`src/design/das_consts.svh`:
```
// Register indices, field positions and reset values of the DMA address and status block
`ifndef DAS_CONSTS_SVH
`define DAS_CONSTS_SVH
`define DAS_IDX_C0_CTRL 12'hfb0
`define DAS_IDX_C0_PTR 12'hfb1
`define DAS_IDX_C0_HI 12'hfb2
`define DAS_IDX_C0_START 12'hfb3
`define DAS_IDX_C0_END 12'hfb4
`define DAS_IDX_C1_CTRL 12'hfb8
`define DAS_IDX_C1_PTR 12'hfb9
`define DAS_IDX_C1_HI 12'hfba
`define DAS_IDX_C1_START 12'hfbb
`define DAS_IDX_C1_END 12'hfbc
`define DAS_IDX_CONV_BASE 12'hfbd
`define DAS_IDX_STATUS 12'hfbf
`define DAS_CTL_EN 0
`define DAS_CTL_WORD 1
`define DAS_STAT_C0 0
`define DAS_STAT_C1 1
`define DAS_STAT_ADC 2
`define DAS_STAT_CUR_LSB 4
`define DAS_RST_REG 8'h00
`define DAS_RST_CTL 2'h0
`define DAS_RST_FLAGS 3'h0
`define DAS_RST_STATUS 8'h00
`define DAS_PERIPH_PAGE 4'hf
`endif

```
`src/design/das_pkg.sv`:
```
// Types shared by the DMA address and status block
package das_pkg;
  typedef enum logic [1:0] {
    DAS_SRC_CH0 = 2'b00,
    DAS_SRC_CH1 = 2'b01,
    DAS_SRC_ADC = 2'b10
  } das_src_t;
  typedef enum logic {
    DAS_BUS_IDLE = 1'b0,
    DAS_BUS_RDWAIT = 1'b1
  } das_bus_t;
  typedef struct packed {
    das_src_t src;
    logic word;
    logic [11:0] mem_addr;
    logic [11:0] periph_addr;
  } das_xfer_t;
endpackage : das_pkg

```
`src/design/das_fifo_if.sv`:
```
// Valid/ready carrier between the address logic and its record FIFO
`timescale 1ns/1ps
`default_nettype none
interface das_fifo_if #(
  parameter int W = 8
) ();
  logic [W-1:0] in_data;
  logic in_valid;
  logic in_ready;
  logic [W-1:0] out_data;
  logic out_valid;
  logic out_ready;
  modport fifo (
    input in_data,
    input in_valid,
    output in_ready,
    output out_data,
    output out_valid,
    input out_ready
  );
  modport user (
    output in_data,
    output in_valid,
    input in_ready,
    input out_data,
    input out_valid,
    output out_ready
  );
endinterface : das_fifo_if
`default_nettype wire

```
`src/design/das_fifo.sv`:
```
// Synchronous FIFO holding transfer records
`timescale 1ns/1ps
`default_nettype none
module das_fifo #(
  parameter int WIDTH = 8,
  parameter int DEPTH = 4
) (
  input wire logic hclk,
  input wire logic hresetn,
  das_fifo_if.fifo f
);
  localparam int AW = (DEPTH > 1) ? $clog2(DEPTH) : 1;
  logic [WIDTH-1:0] mem_q [DEPTH];
  logic [AW-1:0] wp_q;
  logic [AW-1:0] rp_q;
  logic [AW:0] cnt_q;
  wire push = f.in_valid && f.in_ready;
  wire pop = f.out_valid && f.out_ready;
  assign f.in_ready = (cnt_q != (AW+1)'(DEPTH));
  assign f.out_valid = (cnt_q != '0);
  assign f.out_data = mem_q[rp_q];

  // Explicit wrap so a depth that is not a power of two still works
  function automatic logic [AW-1:0] bump(input logic [AW-1:0] p);
    bump = (p == AW'(DEPTH - 1)) ? '0 : p + AW'(1);
  endfunction : bump

  always_ff @(posedge hclk or negedge hresetn) begin
    if (!hresetn) begin
      wp_q <= '0;
      rp_q <= '0;
      cnt_q <= '0;
    end else begin
      if (push) wp_q <= bump(wp_q);
      if (pop) rp_q <= bump(rp_q);
      cnt_q <= cnt_q + (AW+1)'(push) - (AW+1)'(pop);
    end
  end

  always_ff @(posedge hclk) begin
    if (push) mem_q[wp_q] <= f.in_data;
  end
endmodule : das_fifo
`default_nettype wire

```
`src/design/das_top.sv`:
```
// DMA address forming and completion status with an AHB-Lite register slave
`timescale 1ns/1ps
`default_nettype none
`include "das_consts.svh"
// Functional notes
// - Channel peripheral target fixed to top page
// - End address is end nibble plus low
// - Current address is start nibble plus low
// - Converter address: base, input number, zero
// - Status read clears all three done flags
// - Status shows input under conversion
// - Last converter result sets flag, raises interrupt
// - Channel one end sets flag, raises interrupt
// - Channel zero end sets flag, raises interrupt
module das_top #(
  parameter int FIFO_DEPTH = 4,
  parameter logic [11:0] ADC_DATA_ADDR = 12'h000
) (
  input wire logic hclk,
  input wire logic hresetn,
  input wire logic hsel,
  input wire logic [31:0] haddr,
  input wire logic [1:0] htrans,
  input wire logic hwrite,
  input wire logic [2:0] hsize,
  input wire logic [31:0] hwdata,
  input wire logic hready,
  output logic hreadyout,
  output logic [31:0] hrdata,
  output logic hresp,
  input wire logic [1:0] chan_req,
  input wire logic adc_result_valid,
  input wire logic [3:0] adc_result_input,
  input wire logic adc_result_last,
  input wire logic [3:0] adc_busy_input,
  output logic xfer_valid,
  input wire logic xfer_ready,
  output logic [1:0] xfer_src,
  output logic xfer_word,
  output logic [11:0] xfer_mem_addr,
  output logic [11:0] xfer_periph_addr,
  output logic dma_irq
);
  localparam int RW = $bits(das_pkg::das_xfer_t);

  das_fifo_if #(.W(RW)) fq ();

  das_fifo #(
    .WIDTH(RW),
    .DEPTH(FIFO_DEPTH)
  ) u_fifo (
    .hclk(hclk),
    .hresetn(hresetn),
    .f(fq)
  );

  // Bus slave state
  das_pkg::das_bus_t bus_q;
  logic [11:0] idx_q;
  logic wr_q;
  logic hready_q;
  logic [31:0] hrdata_q;
  logic [7:0] rd_val;

  // Register state
  logic [7:0] ptr_q [2];
  logic [7:0] hi_q [2];
  logic [7:0] slo_q [2];
  logic [7:0] elo_q [2];
  logic [1:0] ctl_q [2];
  logic [7:0] base_q;
  logic [2:0] flag_q;
  logic [3:0] current_input_number_q;
  logic irq_q;

  // Request state
  logic [1:0] pend_q;
  logic adc_pend_q;
  logic [3:0] adc_num_q;
  logic adc_last_q;

  // Output stage
  logic xv_q;
  das_pkg::das_xfer_t xd_q;
  das_pkg::das_xfer_t rec;

  logic [11:0] cur [2];
  logic [11:0] fin [2];
  logic [1:0] serve_ch;
  logic [1:0] done_ch;

  wire acc = hsel && hready && htrans[1];
  wire wr_en = wr_q;
  wire [7:0] wdat = hwdata[7:0];
  wire rd_phase = (bus_q == das_pkg::DAS_BUS_RDWAIT);
  wire stat_rd = rd_phase && (idx_q == `DAS_IDX_STATUS);

  assign hreadyout = hready_q;
  assign hrdata = hrdata_q;
  assign hresp = 1'b0;

  // Reads take one wait state so that read data leaves a flip-flop
  always_ff @(posedge hclk or negedge hresetn) begin
    if (!hresetn) begin
      bus_q <= das_pkg::DAS_BUS_IDLE;
      idx_q <= 12'h000;
      wr_q <= 1'b0;
      hready_q <= 1'b1;
      hrdata_q <= 32'h0000_0000;
    end else begin
      unique case (bus_q)
        das_pkg::DAS_BUS_IDLE: begin
          wr_q <= acc && hwrite;
          if (acc) idx_q <= haddr[13:2];
          if (acc && !hwrite) begin
            bus_q <= das_pkg::DAS_BUS_RDWAIT;
            hready_q <= 1'b0;
          end
        end
        das_pkg::DAS_BUS_RDWAIT: begin
          wr_q <= 1'b0;
          hrdata_q <= {24'h00_0000, rd_val};
          hready_q <= 1'b1;
          bus_q <= das_pkg::DAS_BUS_IDLE;
        end
      endcase
    end
  end

  wire [7:0] stat_val = {current_input_number_q, 1'b0, flag_q};
  assign rd_val =
    (idx_q == `DAS_IDX_C0_CTRL) ? {6'h00, ctl_q[0]} :
    (idx_q == `DAS_IDX_C0_PTR) ? ptr_q[0] :
    (idx_q == `DAS_IDX_C0_HI) ? hi_q[0] :
    (idx_q == `DAS_IDX_C0_START) ? slo_q[0] :
    (idx_q == `DAS_IDX_C0_END) ? elo_q[0] :
    (idx_q == `DAS_IDX_C1_CTRL) ? {6'h00, ctl_q[1]} :
    (idx_q == `DAS_IDX_C1_PTR) ? ptr_q[1] :
    (idx_q == `DAS_IDX_C1_HI) ? hi_q[1] :
    (idx_q == `DAS_IDX_C1_START) ? slo_q[1] :
    (idx_q == `DAS_IDX_C1_END) ? elo_q[1] :
    (idx_q == `DAS_IDX_CONV_BASE) ? base_q :
    (idx_q == `DAS_IDX_STATUS) ? stat_val :
    8'h00;

  // Per-channel address registers
  for (genvar ch = 0; ch < 2; ch++) begin : g_ch
    localparam logic [11:0] ICTL = (ch == 0) ? `DAS_IDX_C0_CTRL : `DAS_IDX_C1_CTRL;
    localparam logic [11:0] IPTR = (ch == 0) ? `DAS_IDX_C0_PTR : `DAS_IDX_C1_PTR;
    localparam logic [11:0] IHI = (ch == 0) ? `DAS_IDX_C0_HI : `DAS_IDX_C1_HI;
    localparam logic [11:0] ISTA = (ch == 0) ? `DAS_IDX_C0_START : `DAS_IDX_C1_START;
    localparam logic [11:0] IEND = (ch == 0) ? `DAS_IDX_C0_END : `DAS_IDX_C1_END;
    wire wr_ctl = wr_en && (idx_q == ICTL);
    wire wr_ptr = wr_en && (idx_q == IPTR);
    wire wr_hi = wr_en && (idx_q == IHI);
    wire wr_sta = wr_en && (idx_q == ISTA);
    wire wr_end = wr_en && (idx_q == IEND);
    wire adv = serve_ch[ch] && !wr_hi && !wr_sta;
    wire word = ctl_q[ch][`DAS_CTL_WORD];
    wire [11:0] cur_p1 = cur[ch] + 12'h001;
    wire [11:0] nxt = word ? (cur[ch] + 12'h002) : cur_p1;
    assign cur[ch] = {hi_q[ch][3:0], slo_q[ch]};
    assign fin[ch] = {hi_q[ch][7:4], elo_q[ch]};
    // A word transfer whose second byte hits the end address also finishes
    assign done_ch[ch] = serve_ch[ch] && ((cur[ch] == fin[ch]) || (word && cur_p1 == fin[ch]));

    always_ff @(posedge hclk or negedge hresetn) begin
      if (!hresetn) begin
        ptr_q[ch] <= `DAS_RST_REG;
        hi_q[ch] <= `DAS_RST_REG;
        slo_q[ch] <= `DAS_RST_REG;
        elo_q[ch] <= `DAS_RST_REG;
        ctl_q[ch] <= `DAS_RST_CTL;
      end else begin
        if (wr_ptr) ptr_q[ch] <= wdat;
        if (wr_end) elo_q[ch] <= wdat;
        if (wr_hi) hi_q[ch] <= wdat;
        else if (adv) hi_q[ch][3:0] <= nxt[11:8];
        if (wr_sta) slo_q[ch] <= wdat;
        else if (adv) slo_q[ch] <= nxt[7:0];
        if (wr_ctl) ctl_q[ch] <= wdat[1:0];
        else if (done_ch[ch]) ctl_q[ch][`DAS_CTL_EN] <= 1'b0;
      end
    end
  end

  // Converter first, then channel zero, then channel one
  wire [1:0] ch_en = {ctl_q[1][`DAS_CTL_EN], ctl_q[0][`DAS_CTL_EN]};
  wire chi = !pend_q[0];
  wire serve_adc = fq.in_ready && adc_pend_q;
  assign serve_ch[0] = fq.in_ready && !adc_pend_q && pend_q[0];
  assign serve_ch[1] = fq.in_ready && !adc_pend_q && !pend_q[0] && pend_q[1];
  wire [1:0] pend_d = (pend_q & ~serve_ch) | (chan_req & ch_en);

  assign rec.src = adc_pend_q ? das_pkg::DAS_SRC_ADC
                 : (pend_q[0] ? das_pkg::DAS_SRC_CH0 : das_pkg::DAS_SRC_CH1);
  assign rec.word = adc_pend_q ? 1'b1 : ctl_q[chi][`DAS_CTL_WORD];
  // Base bit 0 is ignored; each input owns two bytes
  assign rec.mem_addr = adc_pend_q ? {base_q[7:1], adc_num_q, 1'b0} : cur[chi];
  // Channels only ever reach the top register page
  assign rec.periph_addr = adc_pend_q ? ADC_DATA_ADDR
                         : {`DAS_PERIPH_PAGE, ptr_q[chi]};
  assign fq.in_data = rec;
  assign fq.in_valid = adc_pend_q || (pend_q != 2'b00);

  wire [2:0] flag_set = {serve_adc && adc_last_q, done_ch[1], done_ch[0]};
  // A completion landing on the clearing read survives it
  wire [2:0] flag_d = flag_set | (flag_q & {3{!stat_rd}});

  always_ff @(posedge hclk or negedge hresetn) begin
    if (!hresetn) begin
      base_q <= `DAS_RST_REG;
      flag_q <= `DAS_RST_FLAGS;
      irq_q <= 1'b0;
      current_input_number_q <= 4'h0;
      pend_q <= 2'b00;
    end else begin
      if (wr_en && idx_q == `DAS_IDX_CONV_BASE) base_q <= wdat;
      flag_q <= flag_d;
      irq_q <= |flag_d;
      current_input_number_q <= adc_busy_input;
      pend_q <= pend_d;
    end
  end

  // One result is held; a second before service replaces it
  always_ff @(posedge hclk or negedge hresetn) begin
    if (!hresetn) begin
      adc_pend_q <= 1'b0;
      adc_num_q <= 4'h0;
      adc_last_q <= 1'b0;
    end else if (adc_result_valid) begin
      adc_pend_q <= 1'b1;
      adc_num_q <= adc_result_input;
      adc_last_q <= adc_result_last;
    end else if (serve_adc) begin
      adc_pend_q <= 1'b0;
    end
  end

  assign fq.out_ready = !xv_q || xfer_ready;
  wire pop = fq.out_valid && fq.out_ready;

  always_ff @(posedge hclk or negedge hresetn) begin
    if (!hresetn) begin
      xv_q <= 1'b0;
      xd_q <= '0;
    end else if (pop) begin
      xv_q <= 1'b1;
      xd_q <= das_pkg::das_xfer_t'(fq.out_data);
    end else if (xfer_ready) begin
      xv_q <= 1'b0;
    end
  end

  assign xfer_valid = xv_q;
  assign xfer_src = xd_q.src;
  assign xfer_word = xd_q.word;
  assign xfer_mem_addr = xd_q.mem_addr;
  assign xfer_periph_addr = xd_q.periph_addr;
  assign dma_irq = irq_q;
endmodule : das_top
`default_nettype wire

```
`config.mk`:
```
export PLATFORM = sky130hd
export DESIGN_NAME = das_top
export DESIGN_NICKNAME = d
export VERILOG_FILES = /design/src/design/das_pkg.sv /design/src/design/das_fifo_if.sv /design/src/design/das_fifo.sv /design/src/design/das_top.sv
export VERILOG_INCLUDE_DIRS = /design/src /design/src/design
export SDC_FILE = /design/constraint.sdc
export NUM_CORES = 1
export LEC_CHECK = 0
export BUFFER_PORTS_ARGS = -buffer_cell sky130_fd_sc_hd__buf_4
export CORE_MARGIN = 2
export CORE_UTILIZATION = 53
export CTS_CLUSTER_DIAMETER = 40
export CTS_CLUSTER_SIZE = 24
export DETAILED_ROUTE_END_ITERATION = 8
export GPL_TIMING_DRIVEN = 0
export PLACE_DENSITY_LB_ADDON = 0.08
export REMOVE_ABC_BUFFERS = 1
export SYNTH_ARGS = -nofsm -noshare
export SYNTH_HDL_FRONTEND = slang
export SYNTH_SLANG_ARGS = --single-unit
```
`constraint.sdc`:
```
create_clock -name hclk -period 2.46 [get_ports hclk]
set_clock_uncertainty 0.1 [all_clocks]
set_input_delay 0.369 -clock hclk [delete_from_list [all_inputs] [get_ports hclk]]
set_output_delay 0.369 -clock hclk [all_outputs]
set_load 0.02 [all_outputs]
```
==> results of run 1 <==
## metal layers
layer	vias to the layer above	routed length, um
met3	78	1902
met2	355	14930
met1	4309	13850
met5	-	0
li1	3944	-
met4	0	909
## timing repair
item | CTS | global route
pin swaps | 5 | 3
buffers inserted | 14 | 12
hold endpoints to repair | 103 | 0
resized for setup | 34 | 18
gates cloned | 1 | 0
hold buffers | 24 | 0
setup endpoints to repair | 172 | 112
## kinds of logic (layout without fill, tap and decap cells)
logic type      after synthesis  count (layout)  synth area share
compound gates              179             180           0.09639
xor+xnor                     50              50           0.03585
fa+ha+maj                    12              12           0.01269
buf+inv                     122             218           0.04986
flops                       243             243            0.5283
mux                         152             152            0.1567
other cells                   1              25         0.0003019
simple gates                265             265            0.1200
## flip-flops by register name, summed over array words and instances (netlist names), 8 cells and up
register / count
u_fifo.mem_q: 96
elo_q: 16
cur: 24
fin: 8
xfer_mem_addr: 12
hrdata: 8
idx_q: 12
ptr_q: 16
xfer_periph_addr: 9
base_q: 8
## power groups by stage
stage | sequential (uW) | clock, uW | combinational, uW
CTS | 6500 | 5410 | 4320
detailed placement | 6570 | 0 | 4140
finish | 6460 | 5340 | 4450
global placement | 6690 | 0 | 3860
floorplan | 6610 | 0 | 2470
global route | 6580 | 5580 | 4870
## cell type report
| cell class | count | area [um^2] | area share |
|---|---|---|---|
| timing repair buffer | 129 | 1117 | 0.07455 |
| clock inverter | 19 | 227.7 | 0.01519 |
| tap | 319 | 399.1 | 0.02663 |
| multi-input combinational | 684 | 5518 | 0.3682 |
| inverter | 21 | 82.58 | 0.005510 |
| sequential | 243 | 6589 | 0.4396 |
| clock buffer | 49 | 1054 | 0.07030 |
## stage by stage
stage,worst slack (ns),std cells
after floorplan,-0.8349,947
after global placement,-1.908,1342
after detailed placement,-1.021,1345
after CTS,-0.01273,1452
after global routing,-0.0006681,1464
final,0.05677,1464
## cell usage after synthesis (24+ instances only)
cell	n	area, um^2
xnor2_1	29	254.0
dfrtp_1	146	3654
buf_4	30	225.2
o21ai_0	44	220.2
mux4_2	24	540.5
edfxtp_1	96	2883
clkbuf_1	30	112.6
a21oi_1	39	195.2
nor2_1	59	221.5
nand2_1	78	292.8
mux2_2	100	1126
buf_2	33	165.2
mux2i_1	28	280.3
## final timing paths
path | start | end | slack, ns
max | cur[16]$_DFFE_PN0P_ | dma_irq$_DFF_PN0_ | 0.06
min | adc_result_input[2] | adc_num_q[2]$_DFFE_PN0P_ | 0.01
max reg2reg | cur[16]$_DFFE_PN0P_ | dma_irq$_DFF_PN0_ | 0.06
min reg2reg | hrdata[3]$_DFFE_PN0P_ | hrdata[3]$_DFFE_PN0P_ | 0.39
max in group asynchronous | hresetn | hreadyout$_DFFE_PN1P_ | 1.00
min in group asynchronous | hresetn | xfer_mem_addr[1]$_DFFE_PN0P_ | 0.39
==> metrics.md, run 1 <==
| Metric | Value |
|---|---|
| Status | `completed` |
| Initial antenna violation count | `0` |
| Clock tree root driver cell | `clkbuf_16` |
| Clk buf depth | `3` |
| Cells after Synth | `1,024` |
| Routed WL per cell | `21.58 um` |
| Max_slew headroom | `0.1801` |
| First-pass GRT wire length | `between 40,000 and 50,000 um` |
| Slew @ Worst Pin | `1.230 ns` |
| DRC violations left | `0` |
| Setup CP Type | `reg -> reg` |
| Post-DP HPWL | `between 20,000 and 25,000 um` |
| Ys Warns | `0` |
| Final ANT Viol Nets | `0` |
| Yosys cell types | `about 90` |
| Hold WS | `roughly 0.011 ns` |
| CP top delay family | `simple AND/OR/NAND/NOR gates` |
| Final Power | `about 16,000 uW` |
| Most common library cell in the layout ignoring fill and taps | `dfrtp_1` |
| Clock share of power | `0.328` |
| GP Congestion | `0.8932` |
| Global route hottest layer | `met2` |
| Maximum VDD drop | `around 550 uV` |
| # diodes | `0` |
| Pin count of the biggest net entering global routing | `81` |
| Min-delay worst type | `in -> reg` |
| Maximum clock rate | `~420 MHz` |
| CP max stage delay | `0.69 ns` |
| Vias | `8,686` |
| TNS Setup | `0 ns` |
| Post-layout nets | `around 1,200` |
| Sw power | `5164 uW` |
| Fill cell count | `1,835` |
| Met1 Usage GRT | `0.3627` |
| H-tree Lvls | `2` |
| Post-Syn Area | `0.01242 mm^2` |
| Design area | `0.01499 mm^2` |
| Die area | `about 0.025 mm^2` |
| Final worst path period need | `2.403 ns` |
| WL final | `about 32,000 um` |
| Drt initial violations | `787` |
| Skew-Pair Late Insertion Delay | `0.51 ns` |
| EDFF count, synth | `96` |
| Global Route Usage Sum | `0.2600` |
| Vias in the first global route | `8,355` |
| Share of post-route cells with drive strength above 1 | `0.3144` |
| Seq cells post-synth | `243` |
| DP Area | `0.01303 mm^2` |
| Vias per cell | `between 5 and 6` |
| Synth-to-Final Area Change | `20.64%` |
| Crit share post-route | `0.9769` |
| Final Hold Vio Count | `0` |
| Sw Share | `0.3177` |
| Share of flip-flops with an asynchronous set or reset | `0.6049` |
| Worst-path clk slew | `0.05 ns` |
| Final setup fails | `0` |
| WP data arrival | `2.71 ns` |
| Top FF cell, synth | `dfrtp_1` |
| CTS tree | `done` |
| Max-Cap Viols | `0` |
| Final Core Density | `0.6443` |
| CP bufs+invs | `0` |
| Gr ovfl total | `0` |
| Worst Setup End Kind | `flip-flop` |
| Pwr dens | `1084 mW/mm^2` |
| Critical path depth | `6` |
| Cell leakage power | `0.006007 uW` |
| Hold path depth | `2` |
| Worst path required time | `2.77 ns` |
| Syn Area/Cell | `between 10 and 15 um^2` |
| Grt met2 use | `0.4206` |
| Number of CTS-inserted buffers | `37` |
| Slowest cell on crit path | `dfrtp_1` |
| Starting density of the core | `0.5340` |
| Worst path cell trace | `and4_1, xnor2_1, or4_1, a21oi_2, a41oi_2, o211ai_1` |
| Rows | `56` |
| Die width | `157.1 um` |
| CP Launch Type | `flip-flop` |
| Comb pwr share | `0.274` |
| Die Ht | `~160 um` |
| Clk sinks | `between 200 and 250` |
| Core area | `0.02326 mm^2` |
| IO Count | `150` |
| Sequential group share of total power | `0.398` |
| Detailed Routing Iterations Pass 1 | `5` |
| Met3 usage | `0.03662` |
| Int Power | `11,090 uW` |
| Most frequent cells in the layout | `dfrtp_1, mux2_2, buf_4` |
| Port Buffers | `between 70 and 80` |
| Worst R2R Path Depth | `6` |
| Pins over their slew limit | `0` |
| CP Max Fanout | `11` |
| Sequential fraction of the synthesis area | `0.5283` |
(Power assumes the default switching activity.)
==> run 2: changes to the inputs <==
CORE_UTILIZATION = 39   (was 53)
==> run 2 against run 1 <==
Compared with the run above:
- flip-flop and latch count did not move
- critical path depth did not move
- worst setup slack improved by 0.019 ns
- clock-buffer cell count fell by 6
- via count fell by 1.6%
- global-route usage fell by 5.4 points
- final area rose by 2.0%
- worst hold slack improved by 0.035 ns
- non-clock buffer count fell by 1
- fmax rose by 0.80%
- first-iteration DRC count fell by 35%
- power rose by 3.1%
- critical endpoint is now hrdata[3]$_DFFE_PN0P_
- largest power group unchanged
==> metrics.md, run 2 (synthesized netlist as in run 1, its figures left out) <==
| Metric | Value |
|---|---|
| Clock tree root driver cell | `clkbuf_16` |
| Gr ovfl total | `0 (unchanged)` |
| WL final | `33,880 um (+7.2%)` |
| Synth-to-Final Area Change | `23.02%` |
| Max-Cap Viols | `0 (unchanged)` |
| CP top delay family | `simple AND/OR/NAND/NOR gates` |
| Fill cell count | `2,839 (+55%)` |
| Max_slew headroom | `0.1831 (+0.002965)` |
| Initial antenna violation count | `0 (unchanged)` |
| RSZ-0062 raised after global routing | `false` |
| Maximum clock rate | `419.4 MHz (+0.80%)` |
| Post-layout nets | `1,218 (+0.25%)` |
| Worst-path clk slew | `0.05 ns (about the same)` |
| Clk sinks | `243 (unchanged)` |
| Cell leakage power | `0.006069 uW (+1.0%)` |
| Min-delay worst type | `in -> reg` |
| H-tree Lvls | `2 (unchanged)` |
| Worst Setup End Kind | `flip-flop` |
| Core area | `0.03147 mm^2 (+35%)` |
| Most frequent cells in the layout | `dfrtp_1, mux2_2, edfxtp_1` |
| Pins over their slew limit | `0 (unchanged)` |
| Routed WL per cell | `21.80 um (+1.0%)` |
| Rows | `65 (+16%)` |
| Port Buffers | `76 (unchanged)` |
| Drt initial violations | `513 (-35%)` |
| GP Congestion | `0.8549 (-4.3%)` |
| IO Count | `150 (unchanged)` |
| Maximum VDD drop | `551.1 uV (-0.38%)` |
| Slew @ Worst Pin | `1.225 ns (-0.004448 ns)` |
| Final Hold Vio Count | `0 (unchanged)` |
| Cell Count Post-Placement | `1,429 (+6.2%)` |
| Die width | `182.5 um (+16%)` |
| Starting density of the core | `0.3947 (-0.1393)` |
| Final setup fails | `0 (unchanged)` |
| Detailed Routing Iterations Pass 1 | `5 (unchanged)` |
| CP Launch Type | `flip-flop` |
| Hold WS | `0.04576 ns (+0.03487 ns)` |
| Max reg flops | `96 (unchanged)` |
| Vias | `8,549 (-1.6%)` |
| Setup CP Type | `reg -> reg` |
| Skew-Pair Late Insertion Delay | `0.53 ns (+0.02 ns)` |
| Vias per cell | `5.501 (-7.3%)` |
| Die area | `0.03330 mm^2 (+35%)` |
| Most common library cell in the layout ignoring fill and taps | `dfrtp_1` |
| CTS tree | `done` |
| Worst path required time | `2.82 ns (+0.05 ns)` |
| WP data arrival | `2.74 ns (+0.03 ns)` |
| Status | `completed` |
| Slowest cell on crit path | `dfrtp_4` |
| CP max stage delay | `0.62 ns (-0.07 ns)` |
| Top register by number of flip-flops | `u_fifo.mem_q` |
| Post-DP HPWL | `22,490 um (+11%)` |
| Pin count of the biggest net entering global routing | `112 (+38%)` |
| Worst path cell trace | `or4b_4, nor3_4, buf_12, a221oi_1, o221ai_1, o21a_1` |
| Clk buf depth | `3 (unchanged)` |
| CP Max Fanout | `26 (+15)` |
| Share of post-route cells with drive strength above 1 | `0.3264 (+0.01198)` |
| Post-route setup slack | `0.07582 ns (+0.01905 ns)` |
| Final worst path period need | `2.384 ns (-0.01905 ns)` |
| Pwr dens | `1096 mW/mm^2 (+1.1%)` |
| Die Ht | `182.5 um (+16%)` |
| Crit share post-route | `0.9692 (-0.007744)` |
| DRC violations left | `0 (unchanged)` |
| Dpl ws | `-1.031 ns (-0.009720 ns)` |
| # diodes | `0 (unchanged)` |
| Vias in the first global route | `8,507 (+1.8%)` |
| Post-Layout Cell Count | `1,554 (+6.1%)` |
| Number of CTS-inserted buffers | `41 (+11%)` |
| First-pass GRT wire length | `52,410 um (+7.4%)` |
| Final ANT Viol Nets | `0 (unchanged)` |
| CP bufs+invs | `1 (+1)` |
| Global Route Usage Sum | `0.2064 (-0.05358)` |
## run 2: path summary, 6_finish.rpt
path | slack, ns | cells past startpoint | startpoint | to
worst max-delay path | 0.08 | 6 | idx_q[0]$_DFFE_PN0P_ | hrdata[3]$_DFFE_PN0P_
min in group asynchronous | 0.21 | 2 | hresetn | xfer_valid$_DFFE_PN0P_
worst min-delay path | 0.05 | 2 | adc_result_valid | adc_pend_q$_DFFE_PN0P_
worst max register to register | 0.08 | 6 | idx_q[0]$_DFFE_PN0P_ | hrdata[3]$_DFFE_PN0P_
max in group asynchronous | 1.10 | 3 | hresetn | idx_q[0]$_DFFE_PN0P_
worst min register to register | 0.38 | 2 | hreadyout$_DFFE_PN1P_ | hreadyout$_DFFE_PN1P_
## run 2: worst register-to-register path, stage by stage (launching register included)
cell and delay, ns:
dfrtp_4 0.62, or4b_4 0.62, nor3_4 0.21, buf_12 0.14
a221oi_1 0.08, o221ai_1 0.37, o21a_1 0.18
## run 2: routing by layer
layer	routed length [um]	global-route usage	vias up
met3	1602	0.03293	47
li1	-	-	3956
met2	16360	0.3430	245
met5	0	0	-
met4	707	0.05871	0
met1	15210	0.2805	4301
## run 2: area by class of cell
type                            count  area, um^2  share of cell area
Sequential cell                   243        6590              0.4312
Multi-Input combinational cell    684        5534              0.3621
Timing Repair Buffer              128        1164             0.07614
Clock buffer                       43        1033             0.06762
Tap cell                          402       503.0             0.03291
Clock inverter                     33       376.6             0.02464
Inverter                           21       82.58            0.005403
## run 2: power breakdown
group	internal [uW]	total [uW]	switching [uW]
clock	3570	5790	2210
sequential	5500	6440	941
combinational	2150	4530	2370
total	11200	16800	5520
## run 2: repair_timing
action	in CTS	in global routing
pin swaps	4	3
hold buffers	26	0
cloned	1	0
buffers inserted	18	4
hold endpoints to repair	62	0
resized for setup	37	20
setup endpoints to repair	173	27
## run 2: through the flow
stage	cell area, um^2	TNS (ns)	power [uW]	util
finish	15280	0	16750	0.4856
detailed placement	13170	-108.96	10850	0.4185
CTS	15170	0	16900	0.4821
global route	15280	0	17650	0.4856
global placement	13050	-197.09	10700	0.4145
floorplan	11970	-14.28	9080	-
==> run 3: changes to the inputs <==
CTS_BUF_LIST = sky130_fd_sc_hd__clkbuf_2   (was unset)
==> run 3 against run 2 <==
Compared with the run above:
- register-to-register slack got worse by 0.02 ns
- flip-flop and latch count unchanged
- final cell count increased by 2.1%
- sequential power about the same
- die area unchanged
- final area decreased by 3.0%
- critical endpoint is now ptr_q[15]$_DFFE_PN0P_
- largest cell class unchanged
- largest power group unchanged
==> metrics.md, run 3 (synthesized netlist as in run 1, its figures left out) <==
| Metric | Value |
|---|---|
| Pins over their slew limit | `0 (unchanged)` |
| Global Route Usage Sum | `0.2082 (+0.001726)` |
| Hold WS | `0.1158 ns (+0.07001 ns)` |
| Top register by number of flip-flops | `u_fifo.mem_q` |
| Worst-path clk slew | `0.18 ns (+0.13 ns)` |
| Design area | `0.01483 mm^2 (-3.0%)` |
| Max reg flops | `96 (unchanged)` |
| Drt initial violations | `459 (-11%)` |
| Slew @ Worst Pin | `1.245 ns (+0.01945 ns)` |
| CP Max Fanout | `11 (-58%)` |
| CP Launch Type | `flip-flop` |
| DP Area | `0.01317 mm^2 (unchanged)` |
| Final Core Density | `0.4711 (-0.01451)` |
| Rows | `65 (unchanged)` |
| WL final | `34,190 um (+0.94%)` |
| Routed WL per cell | `21.56 um (-1.1%)` |
| Most common library cell in the layout ignoring fill and taps | `dfrtp_1` |
| Gr ovfl total | `0 (unchanged)` |
| First-pass GRT wire length | `52,680 um (+0.53%)` |
| Max-Cap Viols | `0 (unchanged)` |
| GP Congestion | `0.8549 (unchanged)` |
| Crit share post-route | `0.9772 (+0.008010)` |
| Maximum VDD drop | `442.4 uV (-20%)` |
| Pin count of the biggest net entering global routing | `112 (unchanged)` |
| Clock tree root driver cell | `clkbuf_2` |
| RR Startpoint | `idx_q[3]$_DFFE_PN0P_` |
| Min-delay worst type | `in -> reg` |
| Post-layout nets | `1,249 (+2.5%)` |
| Pwr dens | `956.6 mW/mm^2 (-13%)` |
| Worst R2R Path Depth | `5 (-1)` |
| Die Ht | `182.5 um (unchanged)` |
| Cell Count Post-Placement | `1,429 (unchanged)` |
| Final Hold Vio Count | `0 (unchanged)` |
| Cell leakage power | `0.005928 uW (-2.3%)` |
| Maximum clock rate | `416.0 MHz (-0.82%)` |
| Skew-Pair Late Insertion Delay | `0.87 ns (+0.34 ns)` |
| DRC violations left | `0 (unchanged)` |
| Number of CTS-inserted buffers | `41 (unchanged)` |
| Setup CP Type | `reg -> reg` |
| Synth-to-Final Area Change | `19.35%` |
| Vias | `8,602 (+0.62%)` |
| Share of post-route cells with drive strength above 1 | `0.3331 (+0.006663)` |
| RSZ-0062 raised after global routing | `true` |
| Hold Startpoint | `htrans[1]` |
| Most frequent cells in the layout | `dfrtp_1, buf_4, mux2_2` |
| Hold path depth | `3 (+1)` |
| Starting density of the core | `0.3947 (unchanged)` |
| WP data arrival | `3.06 ns (+0.32 ns)` |
| Initial antenna violation count | `1 (+1)` |
| Post-Layout Cell Count | `1,586 (+2.1%)` |
| Worst path required time | `3.11 ns (+0.29 ns)` |
| Detailed Routing Iterations Pass 1 | `5 (unchanged)` |
| Core area | `0.03147 mm^2 (unchanged)` |
| Clk buf depth | `3 (unchanged)` |
| R2R Path End | `ptr_q[15]$_DFFE_PN0P_` |
| Die area | `0.03330 mm^2 (unchanged)` |
| IO Count | `150 (unchanged)` |
| Vias per cell | `5.424 (-1.4%)` |
| Worst Setup End Kind | `flip-flop` |
| H-tree Lvls | `2 (unchanged)` |
| CTS tree | `done` |
| Port Buffers | `76 (unchanged)` |
| Die width | `182.5 um (unchanged)` |
| Worst R2R Setup Slack | `0.06 ns (-0.02 ns)` |
| Final worst path period need | `2.404 ns (+0.01970 ns)` |
| Final ANT Viol Nets | `0 (unchanged)` |
| Max_slew headroom | `0.1701 (-0.01297)` |
| Hold worst-path end | `wr_en$_DFF_PN0_` |
| Status | `completed` |
| Clk sinks | `243 (unchanged)` |
| Vias in the first global route | `8,624 (+1.4%)` |
| Post-DP HPWL | `22,490 um (unchanged)` |
| Final setup fails | `0 (unchanged)` |
## run 3: final cells by class
class,count,area [um^2]
clock buffer,43,215.2
timing repair buffer,159,1456
antenna,1,2.502
multi-input combinational,684,5577
fill,2916,16650
inverter,21,82.58
clock inverter,33,399.1
sequential,243,6591
tap,402,503.0
## run 3: worst max-delay path by stage
stage,start,end,slack (ns),depth (start not counted)
final,idx_q[3]$_DFFE_PN0P_,ptr_q[15]$_DFFE_PN0P_,0.06,5
after global routing,adc_pend_q$_DFFE_PN0P_,cur[21]$_DFFE_PN0P_,-0.008,6
after CTS,idx_q[11]$_DFFE_PN0P_,base_q[4]$_DFFE_PN0P_,0.002,4
after detailed placement,idx_q[0]$_DFFE_PN0P_,cur[20]$_DFFE_PN0P_,-1.03,6
after global placement,idx_q[1]$_DFFE_PN0P_,cur[20]$_DFFE_PN0P_,-1.93,6
after floorplan,u_fifo.cnt_q[1]$_DFF_PN0_,u_fifo.cnt_q[2]$_DFF_PN0_,-0.83,9
## run 3: layer usage
metal / up-vias / global-route usage / part of all wire
met5: - / 0 / 0
met4: 0 / 0.06452 / 0.024
met3: 55 / 0.03253 / 0.045
met2: 241 / 0.3478 / 0.48
met1: 4285 / 0.2794 / 0.45
li1: 4021 / - / -
## run 3: worst max-delay path, stage by stage, from the launching register on
cell,delay [ns]
dfrtp_2,0.54
or2_2,0.41
or3_4,0.46
nor2_4,0.24
nand3_4,0.20
mux2_2,0.34
## run 3: through the flow
stage | total power, uW | setup WS, ns | TNS (ns)
after detailed placement | 10850 | -1.031 | -108.96
after global routing | 15070 | -0.008372 | -0.008372
after global placement | 10700 | -1.927 | -197.09
after CTS | 14280 | 0.002232 | 0
after floorplan | 9080 | -0.8349 | -14.28
final | 14180 | 0.05612 | 0
## run 3: power by group
group          internal, uW  switching, uW
logic                  2240           2420
clock network          1280           1840
registers              5470            938
total                  8990           5200
## run 3: timing repair
item / 4_1_cts / 5_1_grt
hold endpoints to repair: 250 / 1
cloned: 1 / 0
setup endpoints to repair: 177 / 42
buffers inserted: 24 / 9
gates resized for setup: 38 / 32
pin swaps: 5 / 8
hold buffers: 45 / 1
